===== src/include/lop_map.svh =====
// register map, field positions, reset values and timing counts
`ifndef LOP_MAP_SVH
`define LOP_MAP_SVH

`define LOP_IDX_PWR 10'h00F
`define LOP_IDX_DRV 10'h011
`define LOP_IDX_TERM 10'h012
`define LOP_IDX_CHAN 10'h031
`define LOP_IDX_PHASE 10'h042
`define LOP_IDX_FMT 10'h046
`define LOP_IDX_IDLE 10'h052
`define LOP_IDX_STAT 10'h060

`define LOP_MASK_PWR 16'h0F3F
`define LOP_MASK_DRV 16'h0777
`define LOP_MASK_TERM 16'h4777
`define LOP_MASK_CHAN 16'h0003
`define LOP_MASK_PHASE 16'h0060
`define LOP_MASK_FMT 16'h000C
`define LOP_MASK_IDLE 16'h0001

`define LOP_RST_PWR 16'h0000
`define LOP_RST_DRV 16'h0000
`define LOP_RST_TERM 16'h0000
`define LOP_RST_CHAN 16'h0002
`define LOP_RST_PHASE 16'h0040
`define LOP_RST_FMT 16'h0000
`define LOP_RST_IDLE 16'h0000

`define LOP_PWR_QNAP 0
`define LOP_PWR_DNAP 4
`define LOP_PWR_SLEEP 8
`define LOP_PWR_PD 9
`define LOP_PWR_PINACT 10
`define LOP_CODE_LCLK 0
`define LOP_CODE_FCLK 4
`define LOP_CODE_DAT 8
`define LOP_TERM_EN 14
`define LOP_PHASE_LSB 5
`define LOP_FMT_BTC 2
`define LOP_FMT_MSB 3

`define LOP_WAKE_LONG_CYC 64
`define LOP_BITS 8
`define LOP_LANES 8
`define LOP_CHANS 4

`endif


===== src/include/lop_pkg.sv =====
// types shared by the output and power block
package lop_pkg;
   typedef logic [7:0][7:0] lop_samples_t;
   typedef struct packed {
      logic bclk;
      logic bclk_oe;
      logic fclk;
      logic fclk_oe;
      logic [7:0] data;
      logic [7:0] data_oe;
   } lop_link_s;
   typedef struct packed {
      logic [2:0] drv_lclk;
      logic [2:0] drv_fclk;
      logic [2:0] drv_dat;
      logic [2:0] term_lclk;
      logic [2:0] term_fclk;
      logic [2:0] term_dat;
   } lop_analog_s;
   typedef struct packed {
      logic full_off;
      logic deep;
      logic [3:0] asleep;
      logic waking;
   } lop_power_s;
endpackage


===== src/lop_lane.sv =====
// one serial data lane: format, order and idle driver behaviour
module lop_lane
   import lop_pkg::*;
(
   input wire logic pclk,
   input wire logic presetn,
   input wire logic tick,
   input wire logic load,
   input wire logic [7:0] sample,
   input wire logic btc,
   input wire logic msb_first,
   input wire logic idle,
   input wire logic idle_drive,
   input wire logic off,
   output logic bit_out,
   output logic bit_oe
);
   typedef struct packed {
      logic [7:0] sh;
      logic o;
      logic oe;
   } lop_lane_state_s;

   lop_lane_state_s s_q;
   lop_lane_state_s s_d;
   logic [7:0] fmt;
   logic [7:0] rev;

   always_comb begin
      fmt = sample;
      fmt[7] = sample[7] ^ btc;
      for (int i = 0; i < 8; i++) begin
         rev[i] = fmt[7 - i];
      end
      s_d = s_q;
      if (load) begin
         s_d.sh = msb_first ? rev : fmt;
      end else if (tick) begin
         s_d.sh = {1'b0, s_q.sh[7:1]};
      end
      if (off) begin
         s_d.o = 1'b0;
         s_d.oe = 1'b0;
      end else if (idle) begin
         // idle lane either floats or holds a driven zero
         s_d.o = 1'b0;
         s_d.oe = idle_drive;
      end else begin
         s_d.o = s_d.sh[0];
         s_d.oe = 1'b1;
      end
   end

   always_ff @(posedge pclk or negedge presetn) begin
      if (!presetn) begin
         s_q <= '0;
      end else begin
         s_q <= s_d;
      end
   end

   assign bit_out = s_q.o;
   assign bit_oe = s_q.oe;
endmodule


===== src/lop_top.sv =====
// output serialiser, power modes and apb register file
//
// Design decision made here: the APB register port.
`include "lop_map.svh"
module lop_top
   import lop_pkg::*;
#(
   parameter int unsigned BITS = `LOP_BITS,
   parameter int unsigned LANES = `LOP_LANES,
   parameter int unsigned WAKE_CYC = `LOP_WAKE_LONG_CYC
)
(
   input wire logic pclk,
   input wire logic presetn,
   input wire logic psel,
   input wire logic penable,
   input wire logic pwrite,
   input wire logic [11:0] paddr,
   input wire logic [31:0] pwdata,
   output logic [31:0] prdata,
   output logic pready,
   output logic pslverr,
   input wire logic link_clk_in,
   input wire logic power_down_pin,
   input wire lop_samples_t samples,
   output lop_link_s link,
   output lop_analog_s analog,
   output lop_power_s power
);
   // serialiser and frame counter are built for this size only
   if (BITS != `LOP_BITS || LANES != `LOP_LANES) begin : g_bad_size
      $error("lop_top serves only 8 lanes of 8 bits");
   end
   if (WAKE_CYC < 1 || WAKE_CYC > 65535) begin : g_bad_wake
      $error("lop_top wake count out of range");
   end

   typedef struct packed {
      logic [15:0] pwr;
      logic [15:0] drv;
      logic [15:0] term;
      logic [15:0] chan;
      logic [15:0] phase;
      logic [15:0] fmt;
      logic [15:0] idle;
      logic [15:0] rdata;
      logic [2:0] lk_sync;
      logic [2:0] pin_sync;
      logic lk_lvl;
      logic pin_lvl;
      logic [7:0] cnt;
      logic [7:0] half;
      logic tog;
      logic bclk;
      logic bclk_oe;
      logic fclk;
      logic fclk_oe;
      logic [2:0] idx;
      logic [15:0] wake;
   } lop_top_state_s;

   lop_top_state_s s_q;
   lop_top_state_s s_d;

   ////////////////////////////////////////////////////////////////////////
   // decode helpers

   // lane to channel: dual uses four lanes a channel, quad two
   function automatic logic [1:0] lane_chan(input int unsigned lane,
                                            input logic [1:0] mode);
      if (mode == 2'b01) begin
         lane_chan = 2'(lane / 4);
      end else begin
         lane_chan = 2'(lane / 2);
      end
   endfunction

   function automatic logic mapped(input logic [9:0] idx);
      case (idx)
         `LOP_IDX_PWR, `LOP_IDX_DRV, `LOP_IDX_TERM, `LOP_IDX_CHAN,
         `LOP_IDX_PHASE, `LOP_IDX_FMT, `LOP_IDX_IDLE,
         `LOP_IDX_STAT: mapped = 1'b1;
         default: mapped = 1'b0;
      endcase
   endfunction

   ////////////////////////////////////////////////////////////////////////
   // power state

   logic [9:0] ridx;
   logic pin_hi;
   logic [1:0] pin_act;
   logic full_off;
   logic deep;
   logic pin_nap;
   logic [3:0] nap;
   logic [3:0] asleep;
   logic waking;
   logic lk_tick;
   logic frame_start;
   logic wr_en;
   logic [15:0] stat;
   logic [1:0] ph;

   assign ridx = paddr[11:2];
   assign pin_hi = s_q.pin_lvl;
   assign pin_act = s_q.pwr[`LOP_PWR_PINACT +: 2];
   assign full_off = s_q.pwr[`LOP_PWR_PD] ||
                     (pin_hi && pin_act == 2'b00);
   assign deep = s_q.pwr[`LOP_PWR_SLEEP] ||
                 (pin_hi && pin_act == 2'b10);
   assign pin_nap = pin_hi && pin_act[0];
   assign waking = s_q.wake != 16'h0000;
   assign ph = s_q.phase[`LOP_PHASE_LSB +: 2];

   always_comb begin
      for (int c = 0; c < 4; c++) begin
         if (s_q.chan[1:0] == 2'b01) begin
            nap[c] = (c < 2) && s_q.pwr[`LOP_PWR_DNAP + c];
         end else begin
            nap[c] = s_q.pwr[`LOP_PWR_QNAP + c];
         end
         asleep[c] = nap[c] || pin_nap || deep || full_off;
      end
   end

   assign stat = {8'h00, s_q.pin_lvl, waking, asleep, deep, full_off};
   assign wr_en = psel && penable && pwrite;
   assign lk_tick = s_q.lk_lvl != s_q.lk_sync[2] &&
                    s_q.lk_sync[1] == s_q.lk_sync[2];
   assign frame_start = lk_tick && s_q.idx == 3'd7;

   ////////////////////////////////////////////////////////////////////////
   // next state

   always_comb begin
      s_d = s_q;
      // third flop filters: a level counts once stages 2 and 3 agree
      s_d.lk_sync = {s_q.lk_sync[1:0], link_clk_in};
      s_d.pin_sync = {s_q.pin_sync[1:0], power_down_pin};
      if (s_q.lk_sync[1] == s_q.lk_sync[2]) begin
         s_d.lk_lvl = s_q.lk_sync[2];
      end
      if (s_q.pin_sync[1] == s_q.pin_sync[2]) begin
         s_d.pin_lvl = s_q.pin_sync[2];
      end

      if (psel && !penable) begin
         unique case (ridx)
            `LOP_IDX_PWR: s_d.rdata = s_q.pwr;
            `LOP_IDX_DRV: s_d.rdata = s_q.drv;
            `LOP_IDX_TERM: s_d.rdata = s_q.term;
            `LOP_IDX_CHAN: s_d.rdata = s_q.chan;
            `LOP_IDX_PHASE: s_d.rdata = s_q.phase;
            `LOP_IDX_FMT: s_d.rdata = s_q.fmt;
            `LOP_IDX_IDLE: s_d.rdata = s_q.idle;
            `LOP_IDX_STAT: s_d.rdata = stat;
            default: s_d.rdata = 16'h0000;
         endcase
      end
      if (wr_en) begin
         unique case (ridx)
            `LOP_IDX_PWR: s_d.pwr = pwdata[15:0] & `LOP_MASK_PWR;
            `LOP_IDX_DRV: s_d.drv = pwdata[15:0] & `LOP_MASK_DRV;
            `LOP_IDX_TERM: s_d.term = pwdata[15:0] & `LOP_MASK_TERM;
            `LOP_IDX_CHAN: s_d.chan = pwdata[15:0] & `LOP_MASK_CHAN;
            `LOP_IDX_PHASE: s_d.phase = pwdata[15:0] & `LOP_MASK_PHASE;
            `LOP_IDX_FMT: s_d.fmt = pwdata[15:0] & `LOP_MASK_FMT;
            `LOP_IDX_IDLE: s_d.idle = pwdata[15:0] & `LOP_MASK_IDLE;
            default: ;
         endcase
      end

      // long wake after deep sleep or power-down, as for a cold start
      if (full_off || deep) begin
         s_d.wake = 16'(WAKE_CYC);
      end else if (waking) begin
         s_d.wake = s_q.wake - 16'h0001;
      end

      // bit period measured between link edges, half used for 90 deg
      if (lk_tick) begin
         s_d.cnt = 8'h00;
         s_d.half = {1'b0, s_q.cnt[7:1]};
         s_d.idx = s_q.idx + 3'd1;
      end else if (s_q.cnt != 8'hFF) begin
         s_d.cnt = s_q.cnt + 8'h01;
      end
      if (ph[1] ? (!lk_tick && s_q.cnt == s_q.half) : lk_tick) begin
         s_d.tog = !s_q.tog;
      end
      s_d.bclk = s_d.tog ^ ph[0];
      s_d.fclk = s_d.idx < 3'd4;
      // clocks keep running in both sleeps, only power-down floats them
      s_d.bclk_oe = !full_off;
      s_d.fclk_oe = !full_off;
   end

   always_ff @(posedge pclk or negedge presetn) begin
      if (!presetn) begin
         s_q <= '0;
         s_q.pwr <= `LOP_RST_PWR;
         s_q.drv <= `LOP_RST_DRV;
         s_q.term <= `LOP_RST_TERM;
         s_q.chan <= `LOP_RST_CHAN;
         s_q.phase <= `LOP_RST_PHASE;
         s_q.fmt <= `LOP_RST_FMT;
         s_q.idle <= `LOP_RST_IDLE;
         s_q.idx <= 3'd7;
      end else begin
         s_q <= s_d;
      end
   end

   ////////////////////////////////////////////////////////////////////////
   // lanes

   for (genvar l = 0; l < LANES; l++) begin : g_lane
      lop_lane u_lane (
         .pclk(pclk),
         .presetn(presetn),
         .tick(lk_tick),
         .load(frame_start),
         .sample(samples[l]),
         .btc(s_q.fmt[`LOP_FMT_BTC]),
         .msb_first(s_q.fmt[`LOP_FMT_MSB]),
         .idle(asleep[lane_chan(l, s_q.chan[1:0])] || waking),
         .idle_drive(s_q.idle[0]),
         .off(full_off),
         .bit_out(link.data[l]),
         .bit_oe(link.data_oe[l])
      );
   end

   ////////////////////////////////////////////////////////////////////////
   // outputs

   assign prdata = {16'h0000, s_q.rdata};
   assign pready = 1'b1;
   assign pslverr = psel && penable && !mapped(ridx);
   assign link.bclk = s_q.bclk;
   assign link.bclk_oe = s_q.bclk_oe;
   assign link.fclk = s_q.fclk;
   assign link.fclk_oe = s_q.fclk_oe;
   assign analog.drv_lclk = s_q.drv[`LOP_CODE_LCLK +: 3];
   assign analog.drv_fclk = s_q.drv[`LOP_CODE_FCLK +: 3];
   assign analog.drv_dat = s_q.drv[`LOP_CODE_DAT +: 3];
   assign analog.term_lclk = s_q.term[`LOP_TERM_EN] ?
                             s_q.term[`LOP_CODE_LCLK +: 3] : 3'h0;
   assign analog.term_fclk = s_q.term[`LOP_TERM_EN] ?
                             s_q.term[`LOP_CODE_FCLK +: 3] : 3'h0;
   assign analog.term_dat = s_q.term[`LOP_TERM_EN] ?
                            s_q.term[`LOP_CODE_DAT +: 3] : 3'h0;
   assign power.full_off = full_off;
   assign power.deep = deep;
   assign power.asleep = asleep;
   assign power.waking = waking;
endmodule


===== config.mk =====
export PLATFORM = sky130hd
export DESIGN_NAME = lop_top
export DESIGN_NICKNAME = d
export VERILOG_FILES = /design/src/include/lop_pkg.sv /design/src/lop_lane.sv /design/src/lop_top.sv
export VERILOG_INCLUDE_DIRS = /design/src /design/src/include
export SDC_FILE = /design/constraint.sdc
export NUM_CORES = 1
export LEC_CHECK = 0
export BUFFER_PORTS_ARGS = -buffer_cell sky130_fd_sc_hd__buf_2
export CAP_MARGIN = 20
export CELL_PAD_IN_SITES_DETAIL_PLACEMENT = 0
export CELL_PAD_IN_SITES_GLOBAL_PLACEMENT = 2
export CORE_MARGIN = 4
export CORE_UTILIZATION = 36
export CTS_BUF_LIST = sky130_fd_sc_hd__clkbuf_8
export CTS_CLUSTER_SIZE = 25
export DETAILED_ROUTE_END_ITERATION = 10
export PLACE_DENSITY_LB_ADDON = 0.25
export SYNTH_ARGS = -nofsm -noshare
export SYNTH_HDL_FRONTEND = slang
export SYNTH_HIERARCHICAL = 1
export SYNTH_SLANG_ARGS = --single-unit

===== constraint.sdc =====
create_clock -name pclk -period 3.55 [get_ports pclk]
set_input_delay 0.355 -clock pclk [delete_from_list [all_inputs] [get_ports pclk]]
set_output_delay 0.355 -clock pclk [all_outputs]
set_load 0.005 [all_outputs]

# Yosys cells after proc, flatten, opt, wreduce, memory -nomap -nowiden
# Cells that the tools add are included.
# word_totals
elab_cells	196
ff_bits	178
out_inout_bits	79
# op_classes
bitwise	9
addsub	3
n_lt_le_gt_ge	4
muxes	65
n_eq_ne	16
reduce_logical	47
# ops
op	n
$mux W8	26
$pmux W15 S8	1
$eq A10 B7 Y1 const B	4
$mux W2	18
$mux W16	2
$eq A10 B5 Y1 const B	2
$logic_or A1 B1 Y1	19
$reduce_bool A16 Y1	1
$sub A16 B1 Y16 const B	1
$reduce_and A2 Y1	7
$mux W3	4
$mux W1	11
$eq A10 B4 Y1 const B	1
$eq A10 B6 Y1 const B	1
$logic_and A1 B1 Y1	10
$lt A2 B3 Y1 const B	3
$xor A1 B1 Y1	9
$add A8 B1 Y8 const B	1
$eq A8 B7 Y1	1
$ne A8 B8 Y1 const B	1
$reduce_or A8 Y1	1
$bmux W1 S2	3
$reduce_bool A2 Y1	3
$logic_not A1 Y1	5
8 further kinds	9

# Depth between registers and ports, before layout
# Gate-level depths: netlist of run 1.
# logic_depth
ltp_word	10
depth_mapped	8
mapped_depth_nobuf	7

# Hierarchy
# The synthesis of run 1 kept the hierarchy.
# by_module_without_submodules
mod	area_per_inst_um2	seq_area_each_um2	cells_each	instances
lop_top	5062.4	2383.5	488	1
lop_lane	565.5	250.2	53	8

# Worst setup path before layout of run 1
# No wires, ideal clock.
# synth_path
path_type	register to register
from	register s_q[47] (netlist name)
to	register g_lane[0].u_lane/s_q[7] (netlist name)
synth_period_minus_slack_ns	3.151
required_ns	3.424
setup_slack_ns	0.399
path_buffers	2
path_stages_with_launch	9
arrival_ns	3.025
setup_ns	0.126
cell_sequence	dfrtp_1 or3b_2 and2_0 inv_2 clkbuf_1 buf_6 nor2b_1 a211oi_2 a21oi_1
# synth_via
elab_chain_cells	4
elab_cells_between_ends	6
# synth_rtl
element	line_no	rtl
start: declaration	lop_top.sv:62	lop_top_state_s s_q;
$ne A1 B1 Y1 or $eq A1 B1 Y1 (tied branches)	lop_top.sv:129, lop_top.sv:130	
$logic_and A1 B1 Y1 *	lop_top.sv:129	assign lk_tick = s_q.lk_lvl != s_q.lk_sync[2] &&
via lk_tick	lop_top.sv:99	logic lk_tick;
$logic_and A1 B1 Y1	lop_top.sv:131	assign frame_start = lk_tick && s_q.idx == 3'd7;
$mux W8 or $reduce_bool A2 Y1 (tied branches)	--	
end signal: assignment	lop_lane.sv:56	s_q <= '0;
end signal: assignment	lop_lane.sv:58	s_q <= s_d;
end: declaration	lop_lane.sv:24	lop_lane_state_s s_q;
# Mark *: on every way through the listed nets, which the timed path passes. The rest lies on a longest branch.
# A chain may end at the register's enable or synchronous reset.

==> impl_metrics.env, run 1 <==
export IMPL_synth_ff_type="sky130_fd_sc_hd__dfrtp_1"
export IMPL_vias=7014
export IMPL_globalplace_congestion=0.756
export IMPL_timing_max_slew_rel_slack_pct=37.8
export IMPL_worst_setup_path_type="flip-flop to output pin"
export IMPL_ordered_list_of_cells_on_the_worst_path="inv_1 -> ha_1 -> nor3b_1 -> and4_1 -> buf_4 -> inv_1 -> buf_2"
export IMPL_clock_power_share_pct=26.6
export IMPL_layout_drive_gt1_share_pct=29.6
export IMPL_powerDensity_nw_per_um2=517
export IMPL_clock_fmax_mhz=365
export IMPL_avgViaCountPerCell=5.12
export IMPL_area_of_the_die_um2=29300
export IMPL_syn_mean_instance_area_um2=10.5
export IMPL_all_layer_global_routing_usage_pct=16.3
export IMPL_syn_area_um2=9590
export IMPL_core_area_um2=26100
export IMPL_grt_overflow_total=0
export IMPL_antenna_cells=0
export IMPL_timing_final_crit_share_pct=77.1
export IMPL_worstSetupPathDepth=7
export IMPL_yosys_register_bits=175
export IMPL_row_count=59
export IMPL_timing_hold_worst_path_depth=2
export IMPL_clock_root_buffer="sky130_fd_sc_hd__clkbuf_8"
export IMPL_ys_seq_area_share_pct=45.7
export IMPL_initial_utilization_pct=36.7
export IMPL_pin_count_of_the_biggest_net_entering_global_routing=136
export IMPL_synth_edff_count=0
export IMPL_max_slew_violation_total_from_the_final_report=0
export IMPL_timing_critical_path_slowest_cell_delay_ns=0.41
export IMPL_cts_repair_timing_setup_buffer_count=0
export IMPL_p_int_uw=3800
export IMPL_switching_share_pct=31.7
export IMPL_critPathCaptureType="output pin"
export IMPL_insertion_delay_ns=0.47
export IMPL_yosys_area_top_type="sky130_fd_sc_hd__dfrtp_1"
export IMPL_instances_no_fill=1370
export IMPL_critical_path_n_buffers_inverters=4
export IMPL_power_leakage_uw=0.00484
export IMPL_grt_antenna_before_repair=0
export IMPL_ctsLongestPathBuffers=2
export IMPL_tritoncts="built"
export IMPL_flow_area_growth_from_synthesis_pct=12.1
export IMPL_detailed_placer_s_ending_hpwl_um=16600
export IMPL_path_delay_family="buffers and inverters"
export IMPL_netSwitchingPower_uw=1770
export IMPL_htree_levels=4
export IMPL_nFillCells=2619
export IMPL_totalWireLength_um=24000
export IMPL_pwr_share_seq_pct=48.6
export IMPL_cts_reportedPaths_clkPinSlew_ns=0.09
export IMPL_critical_path_max_fanout=18
export IMPL_worst_pin_slew_ns=0.933
export IMPL_post_place_ws_ns=0.918
export IMPL_cp_common_cell="sky130_fd_sc_hd__inv_1"
export IMPL_slowest_cell_on_the_critical_path="sky130_fd_sc_hd__dfrtp_1"
export IMPL_finalWorstPathRequiredPeriod_ns=2.74
export IMPL_width_of_the_chip_um=171
export IMPL_rsz0062_at_grt="false"
export IMPL_layout_area_seq_um2=4390
export IMPL_startpoint_type="flip-flop"
export IMPL_synth_top_cell_area_share_pct=44.4
export IMPL_netlist_top_cells_area="sky130_fd_sc_hd__dfrtp_1, sky130_fd_sc_hd__mux2i_1, sky130_fd_sc_hd__buf_4, sky130_fd_sc_hd__a21oi_1, sky130_fd_sc_hd__mux2_2"
export IMPL_worst_r2r_cell_count=8
export IMPL_hold_path_startpoint="pwdata[14]"
export IMPL_hp_class="input pin to flip-flop"
export IMPL_wire_per_inst_um=17.5
export IMPL_numPortBuffers=151
export IMPL_cts_buffers=17
export IMPL_final_antenna_net_count=0
export IMPL_dr_first_iter_drc_count=328
export IMPL_ys_async_sr_fraction_pct=100
export IMPL_cap_viol_max_count=0
export IMPL_timing_critical_path_required_ns=3.19
export IMPL_final_setup_vio_count=0
export IMPL_synthesis_yosys_warnings=6
export IMPL_vdd_ir_drop_worst_v=0.000184
export IMPL_multi_input_area_um2=4390
export IMPL_grt_first_pass_wirelength_um=37800
export IMPL_setup_tns_ns=0
export IMPL_total_power_draw_uw=5560
export IMPL_clock_sinks=175
export IMPL_reg2reg_from="s_d[47]$_DFF_PN0_"
export IMPL_critPathArrivalTime_ns=2.38
export IMPL_postLayoutSetupSlackWorst_ns=0.811
export IMPL_drt_pass1_iter_count=4
export IMPL_number_of_global_route_vias_before_repair=6787
export IMPL_netlist_instances=912
export IMPL_dieHeight_um=171
export IMPL_pin_count=194
export IMPL_skew_ns=0.0156
export IMPL_crit_start="s_q[0]$_DFFE_PN0P_"
export IMPL_timing_hold_violations_final=0
export IMPL_remaining_drc_errors=0
export IMPL_num_nets_final=1143
export IMPL_run_status="completed"
export IMPL_placed_cells_incl_taps=1336
export IMPL_ys_types=67
export IMPL_power_share_combinational_pct=24.8
[stage by stage]
stage,hold WS (ns),utilization (%),instance area (um^2)
5_1_grt,0.106,41.1,10800
3_5_place_dp,0.337,39.4,10300
3_3_place_gp,0.334,39.4,10300
4_1_cts,0.101,41.1,10800
2_1_floorplan,0.0594,-,9650
6_report,0.132,41.1,10800
[sequential cells by signal, summed over array words and instances (netlist names)]
name	cells
s_d	4
link	3
analog	9
prdata	13
s_q	61
g_lane.u_lane/bit_out	8
pin_hi	1
g_lane.u_lane/bit_oe	8
g_lane.u_lane/s_q	64
pin_act	2
ph	2
[per-layer routing]
layer  track usage, %  vias up  routed length [um]
met5                0        -                   0
met4             3.89        0                 189
met3             3.68       11                1470
met2             24.4      163               10700
met1             24.3     3402               11700
li1                 -     3438                   -
[timing repair]
item                      CTS  global route
hold buffers                3             0
hold endpoints to repair   73             0
gates resized for setup     0             0
[area by class of cell]
type                       instances  share of cell area [%]
multi-input combinational        616                    40.9
clock inverter                    14                    1.71
inverter                          39                    1.39
clock buffer                      17                    2.18
tap                              335                    3.90
timing repair buffer             174                    9.14
sequential                       175                    40.8
[placed cells by master, fill, tap and decap left out, types with 4 or more instances in the layout]
cell type / count
sky130_fd_sc_hd__clkinv_4: 4
sky130_fd_sc_hd__or4_1: 10
sky130_fd_sc_hd__clkbuf_8: 18
sky130_fd_sc_hd__o32ai_1: 8
sky130_fd_sc_hd__nor4_1: 4
sky130_fd_sc_hd__a211oi_2: 16
sky130_fd_sc_hd__inv_1: 38
sky130_fd_sc_hd__or3_1: 7
sky130_fd_sc_hd__mux2_2: 34
sky130_fd_sc_hd__buf_4: 17
sky130_fd_sc_hd__o21ai_0: 23
sky130_fd_sc_hd__mux2i_1: 51
sky130_fd_sc_hd__nor3_1: 9
sky130_fd_sc_hd__nand3_1: 13
sky130_fd_sc_hd__o31ai_1: 8
sky130_fd_sc_hd__nand2b_2: 8
sky130_fd_sc_hd__ha_1: 5
sky130_fd_sc_hd__dfrtp_1: 169
sky130_fd_sc_hd__conb_1: 20
sky130_fd_sc_hd__nor4_2: 9
sky130_fd_sc_hd__nor2b_1: 59
sky130_fd_sc_hd__o22ai_2: 8
sky130_fd_sc_hd__clkinvlp_4: 4
sky130_fd_sc_hd__a221oi_1: 7
sky130_fd_sc_hd__and3_1: 4
sky130_fd_sc_hd__and2_1: 11
sky130_fd_sc_hd__xor2_1: 16
sky130_fd_sc_hd__a21oi_1: 78
sky130_fd_sc_hd__nor4_4: 4
sky130_fd_sc_hd__buf_2: 150
sky130_fd_sc_hd__or2_2: 5
sky130_fd_sc_hd__a211oi_1: 47
sky130_fd_sc_hd__a31oi_1: 5
sky130_fd_sc_hd__dfstp_2: 5
sky130_fd_sc_hd__nor2_1: 40
sky130_fd_sc_hd__nand2_1: 53
sky130_fd_sc_hd__nand2b_1: 7
[kinds of logic after synthesis]
logic type	Yosys count	synth area share, %
AND/OR/NAND/NOR	266	16.8
AO/OA/AOI/OAI	218	16.1
flip-flops	175	45.7
buffers and inverters	139	9.16
multiplexers	85	9.32
XOR/XNOR	20	1.97
adder cells (fa/ha/maj)	7	0.861
other	2	0.0783
[Yosys cell counts (5+ instances only)]
cell type / number
sky130_fd_sc_hd__xor2_1: 16
sky130_fd_sc_hd__nor3_1: 9
sky130_fd_sc_hd__or4_1: 10
sky130_fd_sc_hd__o31ai_1: 8
sky130_fd_sc_hd__mux2i_1: 51
sky130_fd_sc_hd__nor2_1: 40
sky130_fd_sc_hd__nor2b_1: 59
sky130_fd_sc_hd__inv_1: 38
sky130_fd_sc_hd__nand2b_2: 8
sky130_fd_sc_hd__a31oi_1: 5
sky130_fd_sc_hd__buf_6: 16
sky130_fd_sc_hd__buf_4: 59
sky130_fd_sc_hd__a21oi_1: 78
sky130_fd_sc_hd__nand3_1: 13
sky130_fd_sc_hd__nand2_1: 53
sky130_fd_sc_hd__clkbuf_1: 10
sky130_fd_sc_hd__nor4_2: 9
sky130_fd_sc_hd__o22ai_2: 8
sky130_fd_sc_hd__nand2b_1: 7
sky130_fd_sc_hd__buf_2: 12
sky130_fd_sc_hd__a211oi_2: 16
sky130_fd_sc_hd__o21ai_0: 23
sky130_fd_sc_hd__a211oi_1: 47
sky130_fd_sc_hd__ha_1: 5
sky130_fd_sc_hd__mux2_2: 34
sky130_fd_sc_hd__a221oi_1: 7
sky130_fd_sc_hd__dfstp_2: 5
sky130_fd_sc_hd__and2_1: 12
sky130_fd_sc_hd__or3_1: 7
sky130_fd_sc_hd__dfrtp_1: 170
sky130_fd_sc_hd__o32ai_1: 8
sky130_fd_sc_hd__or2_2: 5
[worst register-to-register path, delay by kind of cell (launching register included)]
family / cells / cell delay, ns
flip-flops: 1 / 0.43
AND/OR/NAND/NOR: 4 / 1.33
buffers and inverters: 3 / 0.63
AO/OA/AOI/OAI: 1 / 0.07
[worst paths after layout]
kind | endpoint | slack [ns]
max in group asynchronous | s_q[113]$_DFFE_PN1P_ | 2.28
max | power[0] | 0.81
min in group asynchronous | g_lane[7].u_lane/s_q[4]$_DFFE_PN0P_ | 0.49
min reg2reg | s_d[44]$_DFF_PN0_ | 0.36
max reg2reg | g_lane[0].u_lane/bit_out$_DFF_PN0_ | 1.01
min | s_q[142]$_DFFE_PN0P_ | 0.13
[power by group through the flow]
stage | clock network [uW] | registers [uW] | logic [uW]
3_3_place_gp | 0 | 2740 | 1370
6_report | 1480 | 2700 | 1380
2_1_floorplan | 0 | 2660 | 1130
4_1_cts | 1540 | 2710 | 1410
5_1_grt | 1620 | 2770 | 1580
3_5_place_dp | 0 | 2740 | 1390
Note: power is estimated with default switching activity, not from simulation.
==> run 2, diff against run 1 <==
- ABC_AREA: unset -> 1
- CORE_UTILIZATION: 36 -> 29
- clock period: 3.55 -> 2.5 ns (I/O delays scaled with it)
==> run 2 against run 1 <==
  * First-iteration DRC count rose by 38%
  * Area after synthesis is 0.12% lower
  * Final cell count is 36% higher
  * Sequential power grew 37%
  * Global-route usage decreased by 1.3 points
  * Worst hold slack got worse by 0.090 ns
  * Largest cell class is now registers
==> impl_metrics.env, run 2 <==
export IMPL_run_status="completed"
export IMPL_powerDensity_nw_per_um2=681
export IMPL_critPathCaptureType="output pin"
export IMPL_post_place_ws_ns=0.544
export IMPL_tritoncts="built"
export IMPL_slowest_cell_on_the_critical_path="sky130_fd_sc_hd__dfrtp_1"
export IMPL_totalWireLength_um=27000
export IMPL_pin_count=194
export IMPL_layout_commonest_cell="sky130_fd_sc_hd__nand2_1"
export IMPL_detailed_placer_s_ending_hpwl_um=20600
export IMPL_clock_sinks=175
export IMPL_clock_fmax_mhz=452
export IMPL_final_antenna_net_count=0
export IMPL_fin_area_um2=11200
export IMPL_timing_final_crit_share_pct=88.5
export IMPL_ys_types=44
export IMPL_synth_top_cells_by_count="sky130_fd_sc_hd__nand2_1, sky130_fd_sc_hd__dfrtp_1, sky130_fd_sc_hd__inv_1, sky130_fd_sc_hd__nand3_1, sky130_fd_sc_hd__nor2_1"
export IMPL_insertion_delay_ns=0.47
export IMPL_ordered_list_of_cells_on_the_worst_path="inv_1 -> nand2_1 -> o21ai_2 -> buf_4 -> inv_1 -> nand3b_1 -> buf_2"
export IMPL_timing_critical_path_required_ns=2.25
export IMPL_hp_class="input pin to flip-flop"
export IMPL_timing_hold_violations_final=0
export IMPL_pin_count_of_the_biggest_net_entering_global_routing=73
export IMPL_netlist_top_cells_area="sky130_fd_sc_hd__dfrtp_1, sky130_fd_sc_hd__nand2_1, sky130_fd_sc_hd__inv_1, sky130_fd_sc_hd__nand3_1, sky130_fd_sc_hd__o21ai_0"
export IMPL_ctsLongestPathBuffers=2
export IMPL_startpoint_type="flip-flop"
export IMPL_globalplace_congestion=0.830
export IMPL_cp_common_cell="sky130_fd_sc_hd__inv_1"
export IMPL_number_of_global_route_vias_before_repair=7897
export IMPL_syn_mean_instance_area_um2=7.57
export IMPL_critPathArrivalTime_ns=1.96
export IMPL_flow_area_growth_from_synthesis_pct=16.5
export IMPL_synth_edff_count=0
export IMPL_area_of_the_die_um2=36000
export IMPL_largest_register="g_lane.u_lane/s_q"
export IMPL_dieHeight_um=190
export IMPL_flip_flop_count_of_the_largest_register_after_layout=64
export IMPL_post_cts_hold_buffer_count=6
export IMPL_nFillCells=3606
export IMPL_skew_ns=0.0283
export IMPL_timing_critical_path_slowest_cell_delay_ns=0.41
export IMPL_vdd_ir_drop_worst_v=0.000349
export IMPL_remaining_drc_errors=0
export IMPL_post_dp_cell_area_um2=10700
export IMPL_netlist_instances=1265
export IMPL_numPortBuffers=151
export IMPL_power_leakage_uw=0.00588
export IMPL_htree_levels=4
export IMPL_initial_utilization_pct=29.4
export IMPL_drt_pass1_iter_count=5
export IMPL_avgViaCountPerCell=4.38
export IMPL_grt_first_pass_wirelength_um=43500
export IMPL_cts_reportedPaths_clkPinSlew_ns=0.12
export IMPL_total_power_draw_uw=7590
export IMPL_width_of_the_chip_um=190
export IMPL_yosys_register_bits=175
export IMPL_grt_overflow_total=0
export IMPL_final_setup_vio_count=0
export IMPL_synthMostInstantiatedCell="sky130_fd_sc_hd__nand2_1"
export IMPL_layout_drive_gt1_share_pct=19.7
export IMPL_cts_repair_timing_setup_buffer_count=0
export IMPL_clock_root_buffer="sky130_fd_sc_hd__clkbuf_8"
export IMPL_cap_viol_max_count=0
export IMPL_vias=8165
export IMPL_synth_top_cell_area_share_pct=44.4
export IMPL_all_layer_global_routing_usage_pct=15.1
export IMPL_layout_common_cells="sky130_fd_sc_hd__nand2_1, sky130_fd_sc_hd__dfrtp_1, sky130_fd_sc_hd__inv_1"
export IMPL_postLayoutSetupSlackWorst_ns=0.289
export IMPL_placed_cells_incl_taps=1825
export IMPL_rsz0062_at_grt="false"
export IMPL_worst_setup_path_type="flip-flop to output pin"
export IMPL_antenna_cells=0
export IMPL_synthesis_yosys_warnings=6
export IMPL_syn_area_um2=9580
export IMPL_finalWorstPathRequiredPeriod_ns=2.21
export IMPL_core_area_um2=32500
export IMPL_row_count=66
export IMPL_num_nets_final=1528
export IMPL_instances_no_fill=1863
export IMPL_cts_buffers=17
export IMPL_synth_ff_type="sky130_fd_sc_hd__dfrtp_1"
export IMPL_ys_async_sr_fraction_pct=100
export IMPL_max_slew_violation_total_from_the_final_report=0
export IMPL_wire_per_inst_um=14.5
export IMPL_ys_seq_area_share_pct=45.8
export IMPL_dr_first_iter_drc_count=451
export IMPL_grt_antenna_before_repair=0
export IMPL_cts_repair_resized=0
export IMPL_setup_tns_ns=0
export IMPL_yosys_area_top_type="sky130_fd_sc_hd__dfrtp_1"
export IMPL_critical_path_max_fanout=18
run 2: path summary, 6_finish.rpt:
check / from / to / slack, ns / cells past startpoint
max: pin_act[0]$_DFFE_PN0P_ / power[4] / 0.29 / 7
min: samples[53] / g_lane[6].u_lane/s_q[7]$_DFFE_PN0P_ / 0.04 / 3
max reg2reg: pin_hi$_DFFE_PN0N_ / g_lane[3].u_lane/bit_out$_DFF_PN0_ / 0.55 / 9
min reg2reg: s_d[46]$_DFF_PN0_ / s_d[47]$_DFF_PN0_ / 0.36 / 0
max in group asynchronous: presetn / s_q[113]$_DFFE_PN1P_ / 1.39 / 3
min in group asynchronous: presetn / g_lane[0].u_lane/s_q[6]$_DFFE_PN0P_ / 0.30 / 2
run 2: power by group:
part           internal, uW  total (uW)  switching, uW
clock network           764        2010           1250
logic                   710        1890           1180
registers              3380        3690            308
total                  4860        7590           2740
run 2: area by class of cell:
cell class | count | area [um^2] | area share (%)
Clock buffer | 17 | 234 | 2.10
Clock inverter | 15 | 170 | 1.53
Tap cell | 442 | 553 | 4.96
Inverter | 181 | 699 | 6.27
Multi-Input combinational cell | 857 | 4090 | 36.6
Timing Repair Buffer | 176 | 1030 | 9.23
Sequential cell | 175 | 4390 | 39.3
run 2: metrics by stage:
| stage | util (%) | hold slack [ns] |
|---|---|---|
| 6_report | 34.3 | 0.0414 |
| 5_1_grt | 34.3 | 0.0136 |
| 4_1_cts | 34.3 | 0.00257 |
| 3_5_place_dp | 32.9 | 0.237 |
| 3_3_place_gp | 32.9 | 0.243 |
| 2_1_floorplan | - | -0.0456 |
run 2: logic make-up after synthesis:
kind of cell,after synthesis,synth area share (%)
AO/OA/AOI/OAI,204,12.3
XOR/XNOR,2,0.183
adder cells (fa/ha/maj),6,0.758
buffers and inverters,251,12.3
flip-flops,175,45.8
multiplexers,1,0.157
other,2,0.0784
AND/OR/NAND/NOR,624,28.4
run 2: layer usage:
| metal | GRT usage (%) | wire length [um] | part of all wire (%) | up-vias |
|---|---|---|---|---|
| li1 | - | - | - | 4256 |
| met1 | 21.3 | 13300 | 49 | 3755 |
| met2 | 24.3 | 12500 | 46 | 140 |
| met3 | 3.01 | 1040 | 3.9 | 14 |
| met4 | 2.78 | 197 | 0.73 | 0 |
| met5 | 0 | 0 | 0 | - |
run 2: critical path, delay by kind of cell, from the launching register on:
| kind | cells | cell delay [ns] |
|---|---|---|
| buffers and inverters | 4 | 0.62 |
| AND/OR/NAND/NOR | 2 | 0.28 |
| AO/OA/AOI/OAI | 1 | 0.18 |
| flip-flops | 1 | 0.41 |
